--- src/include/rcpe_pkg.sv ---
package rcpe_pkg;
    localparam int unsigned CLK_HZ = 100_000_000;
    localparam int unsigned BAUD_00 = 2_400;
    localparam int unsigned BAUD_01 = 9_600;
    localparam int unsigned BAUD_10 = 19_200;
    localparam int unsigned BAUD_11 = 28_800;
    localparam int unsigned BIT_CYCLES_00 = CLK_HZ / BAUD_00;
    localparam int unsigned BIT_CYCLES_01 = CLK_HZ / BAUD_01;
    localparam int unsigned BIT_CYCLES_10 = CLK_HZ / BAUD_10;
    localparam int unsigned BIT_CYCLES_11 = CLK_HZ / BAUD_11;
    localparam int unsigned DIV_W = 16;
    localparam int unsigned BLINK_MILLIS = 250;
    localparam int unsigned BLINK_CYCLES = (CLK_HZ / 1000) * BLINK_MILLIS;
    localparam int unsigned BLINK_W = 28;
    localparam int unsigned CODE_W = 24;
    localparam int unsigned CODE_SPACE = 16_777_216;
    localparam int unsigned DATA_W = 8;
    localparam int unsigned BYTE_W = 8;
    localparam int unsigned FIFO_DEPTH = 4;
    localparam int unsigned PACKET_BYTES = 5;
    localparam int unsigned FRAME_BITS = 10;
    localparam int unsigned SYNC_SETTLE = 3;
    localparam logic [23:0] LFSR_SEED = 24'hACE001;
    localparam logic [23:0] LFSR_TAPS = 24'hE10000;
    typedef struct packed {
        logic [23:0] code;
        logic [7:0] mask;
    } rcpe_nv_t;
    typedef struct packed {
        logic [23:0] code;
        logic [7:0] data;
        logic [7:0] mask;
    } rcpe_packet_t;
    typedef enum logic [2:0] {
        ST_POWERUP = 3'h0,
        ST_SLEEP = 3'h1,
        ST_CREATE = 3'h2,
        ST_PERMIT = 3'h3,
        ST_SEND_LOAD = 3'h4,
        ST_SEND_DRAIN = 3'h5
    } rcpe_state_t;
endpackage

--- src/design/rcpe_fifo.sv ---
`timescale 1ns/10ps
`default_nettype none
module rcpe_fifo #(
    parameter int unsigned WIDTH = 8,
    parameter int unsigned DEPTH = 4
) (
    input wire logic clk_in,
    input wire logic rst_in,
    input wire logic in_valid_in,
    output logic in_ready_out,
    input wire logic [WIDTH-1:0] in_data_in,
    output logic out_valid_out,
    input wire logic out_ready_in,
    output logic [WIDTH-1:0] out_data_out
);
    localparam int unsigned AW = $clog2(DEPTH);
    logic [WIDTH-1:0] mem [DEPTH];
    logic [AW-1:0] wr_ptr;
    logic [AW-1:0] rd_ptr;
    logic [AW:0] count;
    logic push;
    logic pop;

    assign in_ready_out = (count != (AW+1)'(DEPTH));
    assign out_valid_out = (count != '0);
    assign push = in_valid_in && in_ready_out;
    assign pop = out_valid_out && out_ready_in;
    assign out_data_out = mem[rd_ptr];

    always_ff @(posedge clk_in) begin
        if (push) begin
            mem[wr_ptr] <= in_data_in;
        end
    end

    always_ff @(posedge clk_in or posedge rst_in) begin
        if (rst_in) begin
            wr_ptr <= '0;
            rd_ptr <= '0;
            count <= '0;
        end else begin
            if (push) begin
                wr_ptr <= (wr_ptr == AW'(DEPTH - 1)) ? '0 : wr_ptr + 1'b1;
            end
            if (pop) begin
                rd_ptr <= (rd_ptr == AW'(DEPTH - 1)) ? '0 : rd_ptr + 1'b1;
            end
            if (push && !pop) begin
                count <= count + 1'b1;
            end else if (pop && !push) begin
                count <= count - 1'b1;
            end
        end
    end
endmodule // rcpe_fifo
`default_nettype wire

--- src/design/rcpe_serializer.sv ---
`timescale 1ns/10ps
`default_nettype none
module rcpe_serializer (
    input wire logic clk_in,
    input wire logic rst_in,
    input wire logic [rcpe_pkg::DIV_W-1:0] bit_cycles_in,
    input wire logic byte_valid_in,
    output logic byte_ready_out,
    input wire logic [rcpe_pkg::BYTE_W-1:0] byte_in,
    output logic busy_out,
    output logic serial_out
);
    logic [rcpe_pkg::DIV_W-1:0] div_cnt;
    logic [rcpe_pkg::FRAME_BITS-1:0] shift;
    logic [3:0] bits_left;
    logic bit_tick;

    assign busy_out = (bits_left != 4'h0);
    assign byte_ready_out = !busy_out;
    assign bit_tick = busy_out && (div_cnt == bit_cycles_in - 1'b1);

    // Bit-rate divider: one-cycle enable per bit period, restarted with each frame.
    always_ff @(posedge clk_in or posedge rst_in) begin
        if (rst_in) begin
            div_cnt <= '0;
        end else if (!busy_out || bit_tick) begin
            div_cnt <= '0;
        end else begin
            div_cnt <= div_cnt + 1'b1;
        end
    end

    // Frame is start bit, eight data bits LSB first, stop bit; line idles high.
    always_ff @(posedge clk_in or posedge rst_in) begin
        if (rst_in) begin
            shift <= '1;
            bits_left <= 4'h0;
            serial_out <= 1'b1;
        end else if (byte_valid_in && byte_ready_out) begin
            shift <= {1'b1, byte_in, 1'b0};
            bits_left <= 4'(rcpe_pkg::FRAME_BITS);
            serial_out <= 1'b0;
        end else if (bit_tick) begin
            bits_left <= bits_left - 4'h1;
            shift <= {1'b1, shift[rcpe_pkg::FRAME_BITS-1:1]};
            serial_out <= (bits_left == 4'h1) ? 1'b1 : shift[1];
        end
    end
endmodule // rcpe_serializer
`default_nettype wire

--- src/design/rcpe_encoder.sv ---
`timescale 1ns/10ps
`default_nettype none
module rcpe_encoder #(
    parameter int unsigned DIV_00 = rcpe_pkg::BIT_CYCLES_00,
    parameter int unsigned DIV_01 = rcpe_pkg::BIT_CYCLES_01,
    parameter int unsigned DIV_10 = rcpe_pkg::BIT_CYCLES_10,
    parameter int unsigned DIV_11 = rcpe_pkg::BIT_CYCLES_11,
    parameter int unsigned BLINK = rcpe_pkg::BLINK_CYCLES
) (
    input wire logic clk_in,
    input wire logic rst_in,
    input wire logic [rcpe_pkg::DATA_W-1:0] data_in,
    input wire logic [1:0] baud_sel_in,
    input wire logic create_addr_in,
    input wire logic send_in,
    input wire rcpe_pkg::rcpe_nv_t nv_word_in,
    output logic serial_out,
    output logic transmitter_power_ctl_out,
    output logic create_indicator_out,
    output rcpe_pkg::rcpe_nv_t nv_word_out,
    output logic nv_write_out
);
    localparam int unsigned SYNC_W = rcpe_pkg::DATA_W + 4;

    rcpe_pkg::rcpe_state_t state;
    rcpe_pkg::rcpe_state_t next_state;

    logic [SYNC_W-1:0] sync_meta;
    logic [SYNC_W-1:0] sync_pins;
    logic [rcpe_pkg::DATA_W-1:0] data_s;
    logic [1:0] baud_sel_s;
    logic create_s;
    logic send_s;
    logic create_prev;
    logic create_rise;

    logic [1:0] settle_cnt;
    logic [rcpe_pkg::DIV_W-1:0] bit_cycles;
    logic [rcpe_pkg::CODE_W-1:0] lfsr;
    logic [rcpe_pkg::CODE_W-1:0] code_word;
    logic [rcpe_pkg::DATA_W-1:0] perm_mask;
    logic [rcpe_pkg::DATA_W-1:0] perm_capture;
    logic [rcpe_pkg::BLINK_W-1:0] blink_cnt;
    logic blink;
    rcpe_pkg::rcpe_nv_t nv_meta;
    rcpe_pkg::rcpe_nv_t nv_sync;
    logic nv_load;
    logic [rcpe_pkg::CODE_W-1:0] live_code;
    logic [rcpe_pkg::DATA_W-1:0] live_mask;

    rcpe_pkg::rcpe_packet_t packet;
    logic [2:0] byte_idx;
    logic start_packet;
    logic [rcpe_pkg::BYTE_W-1:0] push_byte;
    logic push_valid;
    logic push_ready;
    logic fifo_valid;
    logic fifo_ready;
    logic [rcpe_pkg::BYTE_W-1:0] fifo_byte;
    logic ser_busy;

    // data_in, baud_sel_in, create_addr_in and send_in are asynchronous to clk_in, so all of them pass two flops.
    always_ff @(posedge clk_in or posedge rst_in) begin
        if (rst_in) begin
            sync_meta <= '0;
            sync_pins <= '0;
        end else begin
            sync_meta <= {data_in, baud_sel_in, create_addr_in, send_in};
            sync_pins <= sync_meta;
        end
    end

    // The store's contents arrive from outside the clock domain as well.
    always_ff @(posedge clk_in or posedge rst_in) begin
        if (rst_in) begin
            nv_meta <= '0;
            nv_sync <= '0;
        end else begin
            nv_meta <= nv_word_in;
            nv_sync <= nv_meta;
        end
    end

    assign data_s = sync_pins[SYNC_W-1:4];
    assign baud_sel_s = sync_pins[3:2];
    assign create_s = sync_pins[1];
    assign send_s = sync_pins[0];
    assign create_rise = create_s && !create_prev;

    always_ff @(posedge clk_in or posedge rst_in) begin
        if (rst_in) begin
            create_prev <= 1'b0;
        end else begin
            create_prev <= create_s;
        end
    end

    // Waits for the synchronisers to fill before the straps are trusted.
    always_ff @(posedge clk_in or posedge rst_in) begin
        if (rst_in) begin
            settle_cnt <= '0;
        end else if (state == rcpe_pkg::ST_POWERUP) begin
            settle_cnt <= settle_cnt + 2'h1;
        end
    end

    // The rate is taken once, at power-up, and never again.
    always_ff @(posedge clk_in or posedge rst_in) begin
        if (rst_in) begin
            bit_cycles <= rcpe_pkg::DIV_W'(DIV_00);
        end else if (state == rcpe_pkg::ST_POWERUP &&
                     settle_cnt == 2'(rcpe_pkg::SYNC_SETTLE)) begin
            case (baud_sel_s)
                2'h0: bit_cycles <= rcpe_pkg::DIV_W'(DIV_00);
                2'h1: bit_cycles <= rcpe_pkg::DIV_W'(DIV_01);
                2'h2: bit_cycles <= rcpe_pkg::DIV_W'(DIV_10);
                2'h3: bit_cycles <= rcpe_pkg::DIV_W'(DIV_11);
                default: bit_cycles <= rcpe_pkg::DIV_W'(DIV_00);
            endcase
        end
    end

    always_comb begin
        next_state = state;
        case (state)
            rcpe_pkg::ST_POWERUP: begin
                if (settle_cnt == 2'(rcpe_pkg::SYNC_SETTLE)) begin
                    // Send already high goes straight to transmitting.
                    next_state = send_s ? rcpe_pkg::ST_SEND_LOAD
                                        : rcpe_pkg::ST_SLEEP;
                end
            end
            rcpe_pkg::ST_SLEEP: begin
                // Send wins when both buttons arrive together.
                if (send_s) begin
                    next_state = rcpe_pkg::ST_SEND_LOAD;
                end else if (create_rise) begin
                    next_state = rcpe_pkg::ST_CREATE;
                end
            end
            rcpe_pkg::ST_CREATE: begin
                if (!create_s) begin
                    next_state = rcpe_pkg::ST_PERMIT;
                end
            end
            rcpe_pkg::ST_PERMIT: begin
                // Only a fresh press saves; the release that led here does not.
                if (create_rise) begin
                    next_state = rcpe_pkg::ST_SLEEP;
                end
            end
            rcpe_pkg::ST_SEND_LOAD: begin
                // Create is ignored for as long as the transmitter is on.
                if (push_ready && byte_idx == 3'(rcpe_pkg::PACKET_BYTES - 1)) begin
                    next_state = rcpe_pkg::ST_SEND_DRAIN;
                end
            end
            rcpe_pkg::ST_SEND_DRAIN: begin
                // A packet in progress always completes before send is rechecked.
                if (!fifo_valid && !ser_busy) begin
                    next_state = send_s ? rcpe_pkg::ST_SEND_LOAD
                                        : rcpe_pkg::ST_SLEEP;
                end
            end
            default: next_state = rcpe_pkg::ST_SLEEP;
        endcase
    end

    always_ff @(posedge clk_in or posedge rst_in) begin
        if (rst_in) begin
            state <= rcpe_pkg::ST_POWERUP;
        end else begin
            state <= next_state;
        end
    end

    assign start_packet = (next_state == rcpe_pkg::ST_SEND_LOAD) &&
                          (state != rcpe_pkg::ST_SEND_LOAD);

    // The generator runs every cycle, so the word held at release depends on
    // how long the user held the button.
    always_ff @(posedge clk_in or posedge rst_in) begin
        if (rst_in) begin
            lfsr <= rcpe_pkg::LFSR_SEED;
        end else begin
            lfsr <= {1'b0, lfsr[rcpe_pkg::CODE_W-1:1]} ^
                    (lfsr[0] ? rcpe_pkg::LFSR_TAPS : '0);
        end
    end

    // Stored identity, restored from the nonvolatile store at power-up.
    always_ff @(posedge clk_in or posedge rst_in) begin
        if (rst_in) begin
            code_word <= '0;
        end else if (state == rcpe_pkg::ST_POWERUP &&
                     settle_cnt == 2'(rcpe_pkg::SYNC_SETTLE)) begin
            code_word <= nv_sync.code;
        end else if (state == rcpe_pkg::ST_CREATE && !create_s) begin
            code_word <= lfsr;
        end
    end

    // Permission capture collects every data input seen active.
    always_ff @(posedge clk_in or posedge rst_in) begin
        if (rst_in) begin
            perm_capture <= '0;
        end else if (state == rcpe_pkg::ST_CREATE) begin
            perm_capture <= '0;
        end else if (state == rcpe_pkg::ST_PERMIT) begin
            perm_capture <= perm_capture | data_s;
        end
    end

    always_ff @(posedge clk_in or posedge rst_in) begin
        if (rst_in) begin
            perm_mask <= '0;
        end else if (state == rcpe_pkg::ST_POWERUP &&
                     settle_cnt == 2'(rcpe_pkg::SYNC_SETTLE)) begin
            perm_mask <= nv_sync.mask;
        end else if (state == rcpe_pkg::ST_PERMIT && create_rise) begin
            perm_mask <= perm_capture;
        end
    end

    // One write of code and mask when create mode completes.
    always_ff @(posedge clk_in or posedge rst_in) begin
        if (rst_in) begin
            nv_word_out <= '0;
            nv_write_out <= 1'b0;
        end else begin
            nv_write_out <= 1'b0;
            if (state == rcpe_pkg::ST_PERMIT && create_rise) begin
                nv_word_out <= '{code: code_word, mask: perm_capture};
                nv_write_out <= 1'b1;
            end
        end
    end

    always_ff @(posedge clk_in or posedge rst_in) begin
        if (rst_in) begin
            blink_cnt <= '0;
            blink <= 1'b0;
        end else if (state != rcpe_pkg::ST_PERMIT) begin
            blink_cnt <= '0;
            blink <= 1'b1;
        end else if (blink_cnt == rcpe_pkg::BLINK_W'(BLINK - 1)) begin
            blink_cnt <= '0;
            blink <= !blink;
        end else begin
            blink_cnt <= blink_cnt + 1'b1;
        end
    end

    always_ff @(posedge clk_in or posedge rst_in) begin
        if (rst_in) begin
            create_indicator_out <= 1'b0;
        end else begin
            case (next_state)
                rcpe_pkg::ST_CREATE: create_indicator_out <= 1'b1;
                rcpe_pkg::ST_PERMIT: create_indicator_out <= blink;
                default: create_indicator_out <= 1'b0;
            endcase
        end
    end

    always_ff @(posedge clk_in or posedge rst_in) begin
        if (rst_in) begin
            transmitter_power_ctl_out <= 1'b0;
        end else begin
            transmitter_power_ctl_out <= (next_state == rcpe_pkg::ST_SEND_LOAD) ||
                                         (next_state == rcpe_pkg::ST_SEND_DRAIN);
        end
    end

    // A packet started at the power-up decision would otherwise see the
    // stored words before they are loaded, so it takes them from the store.
    assign nv_load = (state == rcpe_pkg::ST_POWERUP) &&
                     (settle_cnt == 2'(rcpe_pkg::SYNC_SETTLE));
    assign live_code = nv_load ? nv_sync.code : code_word;
    assign live_mask = nv_load ? nv_sync.mask : perm_mask;

    // Data is sampled fresh for each packet and gated by the permission mask,
    // so a receiver never sees an unauthorised input active.
    always_ff @(posedge clk_in or posedge rst_in) begin
        if (rst_in) begin
            packet <= '0;
        end else if (start_packet) begin
            packet <= '{code: live_code,
                        data: data_s & live_mask,
                        mask: live_mask};
        end
    end

    always_ff @(posedge clk_in or posedge rst_in) begin
        if (rst_in) begin
            byte_idx <= '0;
        end else if (start_packet) begin
            byte_idx <= '0;
        end else if (state == rcpe_pkg::ST_SEND_LOAD && push_ready) begin
            byte_idx <= byte_idx + 3'h1;
        end
    end

    // Byte order on the line: code high, middle, low, data, mask.
    always_comb begin
        case (byte_idx)
            3'h0: push_byte = packet.code[23:16];
            3'h1: push_byte = packet.code[15:8];
            3'h2: push_byte = packet.code[7:0];
            3'h3: push_byte = packet.data;
            3'h4: push_byte = packet.mask;
            default: push_byte = 8'hFF;
        endcase
    end

    assign push_valid = (state == rcpe_pkg::ST_SEND_LOAD);

    rcpe_fifo #(
        .WIDTH(rcpe_pkg::BYTE_W),
        .DEPTH(rcpe_pkg::FIFO_DEPTH)
    ) u_fifo (
        .clk_in(clk_in),
        .rst_in(rst_in),
        .in_valid_in(push_valid),
        .in_ready_out(push_ready),
        .in_data_in(push_byte),
        .out_valid_out(fifo_valid),
        .out_ready_in(fifo_ready),
        .out_data_out(fifo_byte)
    );

    rcpe_serializer u_ser (
        .clk_in(clk_in),
        .rst_in(rst_in),
        .bit_cycles_in(bit_cycles),
        .byte_valid_in(fifo_valid),
        .byte_ready_out(fifo_ready),
        .byte_in(fifo_byte),
        .busy_out(ser_busy),
        .serial_out(serial_out)
    );
endmodule // rcpe_encoder
`default_nettype wire

--- config.mk ---
export PLATFORM = sky130hd
export DESIGN_NAME = rcpe_encoder
export DESIGN_NICKNAME = d
export VERILOG_FILES = /design/src/include/rcpe_pkg.sv /design/src/design/rcpe_fifo.sv /design/src/design/rcpe_serializer.sv /design/src/design/rcpe_encoder.sv
export SDC_FILE = /design/constraint.sdc
export NUM_CORES = 1
export LEC_CHECK = 0
export BUFFER_PORTS_ARGS = -buffer_cell sky130_fd_sc_hd__buf_2
export CAP_MARGIN = 10
export CORE_MARGIN = 10
export CORE_UTILIZATION = 65
export CTS_BUF_LIST = sky130_fd_sc_hd__clkbuf_16
export DETAILED_ROUTE_END_ITERATION = 16
export HOLD_SLACK_MARGIN = 0.02
export PLACE_DENSITY = 0.84
export SLEW_MARGIN = 5
export SYNTH_ARGS = -nofsm -noshare
export SYNTH_HDL_FRONTEND = slang
export SYNTH_SLANG_ARGS = --single-unit
--- constraint.sdc ---
create_clock -name clk_in -period 35.4 [get_ports clk_in]
set_clock_uncertainty 0.15 [all_clocks]
set_input_delay 10.62 -clock clk_in [delete_from_list [all_inputs] [get_ports clk_in]]
set_output_delay 10.62 -clock clk_in [all_outputs]
set_load 0.1 [all_outputs]
==> flow_summary.ini <==
[route]
ant_nets = 0
avgViaCountPerCell = 5.912
routed_wl_um = 28100
drtIter0Drc = 708
wl_per_cell_um = 19.14
first_pass_iters = 5
vias = 8679
drc_errors = 0

[synth]
ys_warn_count = 0
synthArstFlopShare_pct = 90.67
synth-seq-cells = 343
synth_top_area_share_pct = 53.64
netlist_top_cells_area = dfrtp_1 (54%), edfxtp_1 (7.1%), dfstp_2 (4.1%), nor2_1 (3.3%), mux2i_1 (3.2%)
synth.cell_area_sq_um = 13530
yosysUniqueCellTypes = 63
syn_nets = 1161
yosysSeqAreaShare_pct = 64.82
yosys.area.top_type = dfrtp_1
yosys-top-cells-count = dfrtp_1 (290), nor2_1 (118), nand2_1 (112)
postSynthAreaPerCell_sq_um = 12.34
synth_cells = 1096
synth_edf_count = 32
yosysMostFrequentCell = dfrtp_1
synth_flop_cell = dfrtp_1

[global_route]
grt_pass1_vias = 9178
overflow = 0
grt_pass1_wl_um = 46310
grt_max_degree = 97
antenna_found_initial = 0
track_usage_pct = 21.31

[clock_tree]
clock-root-buffer = clkbuf_16
cts_made_buffers = 34
cts_tree = yes
cts_setup_buffers = 0
h-tree-depth = 2
cts.sinks = 343
cts_hold_buffers = 0
cts-resized-gates = 0
path_clk_slew_ns = 0.06
cts_max_path_buffers = 3
clock_latency_ns = 0.51

[finish]
final_nets = 1239
num_antenna_cells = 0
drive_gt1_share_pct = 18.78
seqCellArea_sq_um = 8770
fillers = 1198
final_cells = 1468
multi_input_area_sq_um = 4452
area_delta_synth_final_pct = 12.72

[setup_path]
crit_type = in2async
start_kind = primary input
crit_required_ns = 35.81
cp.arrival_ns = 12.88
end_kind = asynchronous set/reset pin
rr_worst_depth = 8
cp_max_fo = 96

[sta]
setup_viol = 0
finalSetupTns_ns = 0
setup_ws_ns = 22.93
holdWs_ns = 0.1951
hold_violations = 0
finalCriticalPeriod_ns = 12.47
slew_headroom_pct = 21.95
slew_viol_final = 0
worst_slew_pin_slew_ns = 1.168
fmax_ghz = 0.08017
fin_crit_sh_pct = 35.24
rsz0062_at_grt = no

[outcome]
status = completed

[power]
pwr-share-seq_pct = 48.4
p_int_w = 0.0008059
clkPwrFrac_pct = 29.3
swShare_pct = 31.98
p_leak_nw = 6.796
ir_drop_v = 0.00005876
power_frac_comb_pct = 22.2
power_w = 0.001185
p_sw_w = 0.0003788
p_per_area_nw_per_um2 = 77.69

[floorplan]
dieWidth_um = 164.3
fp-row-count = 52
design.die.area_sq_um = 26980
io_pins = 82
coreArea_sq_um = 20360
initial_utilization_pct = 66.44
fp.dieH_um = 164.3

[placed_design]
portBuffers = 81
gp_congestion = 0.8442
hpwlAfterDp_um = 18180
place_ws_ns = 22.28
placedCellCount = 1408

[min_path]
holdPathStages = 0
hold_class = reg2reg

[flow_run]
maxCapViolations = 0
[cells in the final DEF (no fill, tap or decap), types with 6 or more instances in the layout]
cell type / instances
mux2i_1: 43
a31oi_1: 32
nor2b_1: 10
nor4_1: 12
buf_2: 81
nor2_1: 117
o21ai_0: 50
and3_1: 8
a21oi_1: 25
mux2_2: 36
nand3_1: 35
nand2_1: 112
dfstp_2: 21
a22oi_1: 6
and2_1: 7
xor2_1: 33
edfxtp_1: 32
mux4_2: 8
nor3_1: 11
nand4_1: 10
inv_1: 36
ha_1: 18
xnor2_1: 25
clkinv_2: 6
a221oi_1: 8
buf_4: 10
dfrtp_1: 290
clkbuf_16: 36
[layout make-up]
class | count | share of cell area, %
clock buffer | 36 | 5.907
clock inverter | 24 | 1.190
inverter | 32 | 0.8369
multi-input combinational | 672 | 29.19
sequential | 343 | 57.51
tap | 270 | 2.215
timing repair buffer | 91 | 3.151
[routing by layer]
| layer | vias to the layer above | GRT usage (%) | part of all wire [%] |
|---|---|---|---|
| met1 | 4386 | 27.05 | 42 |
| met3 | 66 | 4.130 | 5.1 |
| met4 | 0 | 8.489 | 3.1 |
| li1 | 3971 | - | - |
| met5 | - | 0 | 0 |
| met2 | 256 | 35.51 | 50 |
[cell families after synthesis]
kind of cell,Yosys count,synth area share [%]
AO/OA/AOI/OAI,153,7.325
XOR/XNOR,58,3.755
adder cells (fa/ha/maj),19,1.813
buffers and inverters,81,2.516
flip-flops,343,64.82
multiplexers,87,7.509
AND/OR/NAND/NOR,355,12.26
[worst paths after layout]
check,startpoint,slack (ns),endpoint
worst min register to register,sync_meta[11]$_DFF_PP0_,0.20,sync_pins[11]$_DFF_PP0_
worst max register to register,bit_cycles[12]$_DFFE_PP0P_,31.71,u_ser.div_cnt[6]$_DFF_PP0_
min in group asynchronous,rst_in,10.06,nv_meta[22]$_DFF_PP0_
max in group clk_in,u_ser.serial_out$_DFFE_PP1P_,23.18,serial_out
worst min-delay path,sync_meta[11]$_DFF_PP0_,0.20,sync_pins[11]$_DFF_PP0_
worst max-delay path,rst_in,22.93,packet[2]$_DFFE_PP0P_
[metrics by stage]
stage / area (sq um) / util [%]
global route: 15250 / 74.88
finish: 15250 / 74.88
floorplan: 13530 / -
CTS: 15240 / 74.85
detailed placement: 14160 / 69.54
global placement: 14160 / 69.54
[critical path: stages]
cell and delay [ns]:
buf_2 0.13, inv_8 0.43, buf_4 0.88, buf_4 0.72
[power groups by stage]
stage | clock, W | combinational (W) | sequential [W]
floorplan | 0 | 0.000212 | 0.000544
global placement | 0 | 0.000240 | 0.000574
detailed placement | 0 | 0.000255 | 0.000578
CTS | 0.000351 | 0.000263 | 0.000573
global route | 0.000370 | 0.000295 | 0.000583
finish | 0.000348 | 0.000263 | 0.000574
[registers in the layout, summed over array words and instances (netlist names), 8 cells and up]
register       flops
bit_cycles        10
blink_cnt         28
code_word         24
lfsr              24
nv_meta           32
nv_sync           32
nv_word_out       32
packet            40
perm_capture       8
perm_mask          8
sync_meta         12
sync_pins         12
u_fifo.mem        32
u_ser.div_cnt     16
u_ser.shift        8
Note: power is estimated with default switching activity, not from simulation.
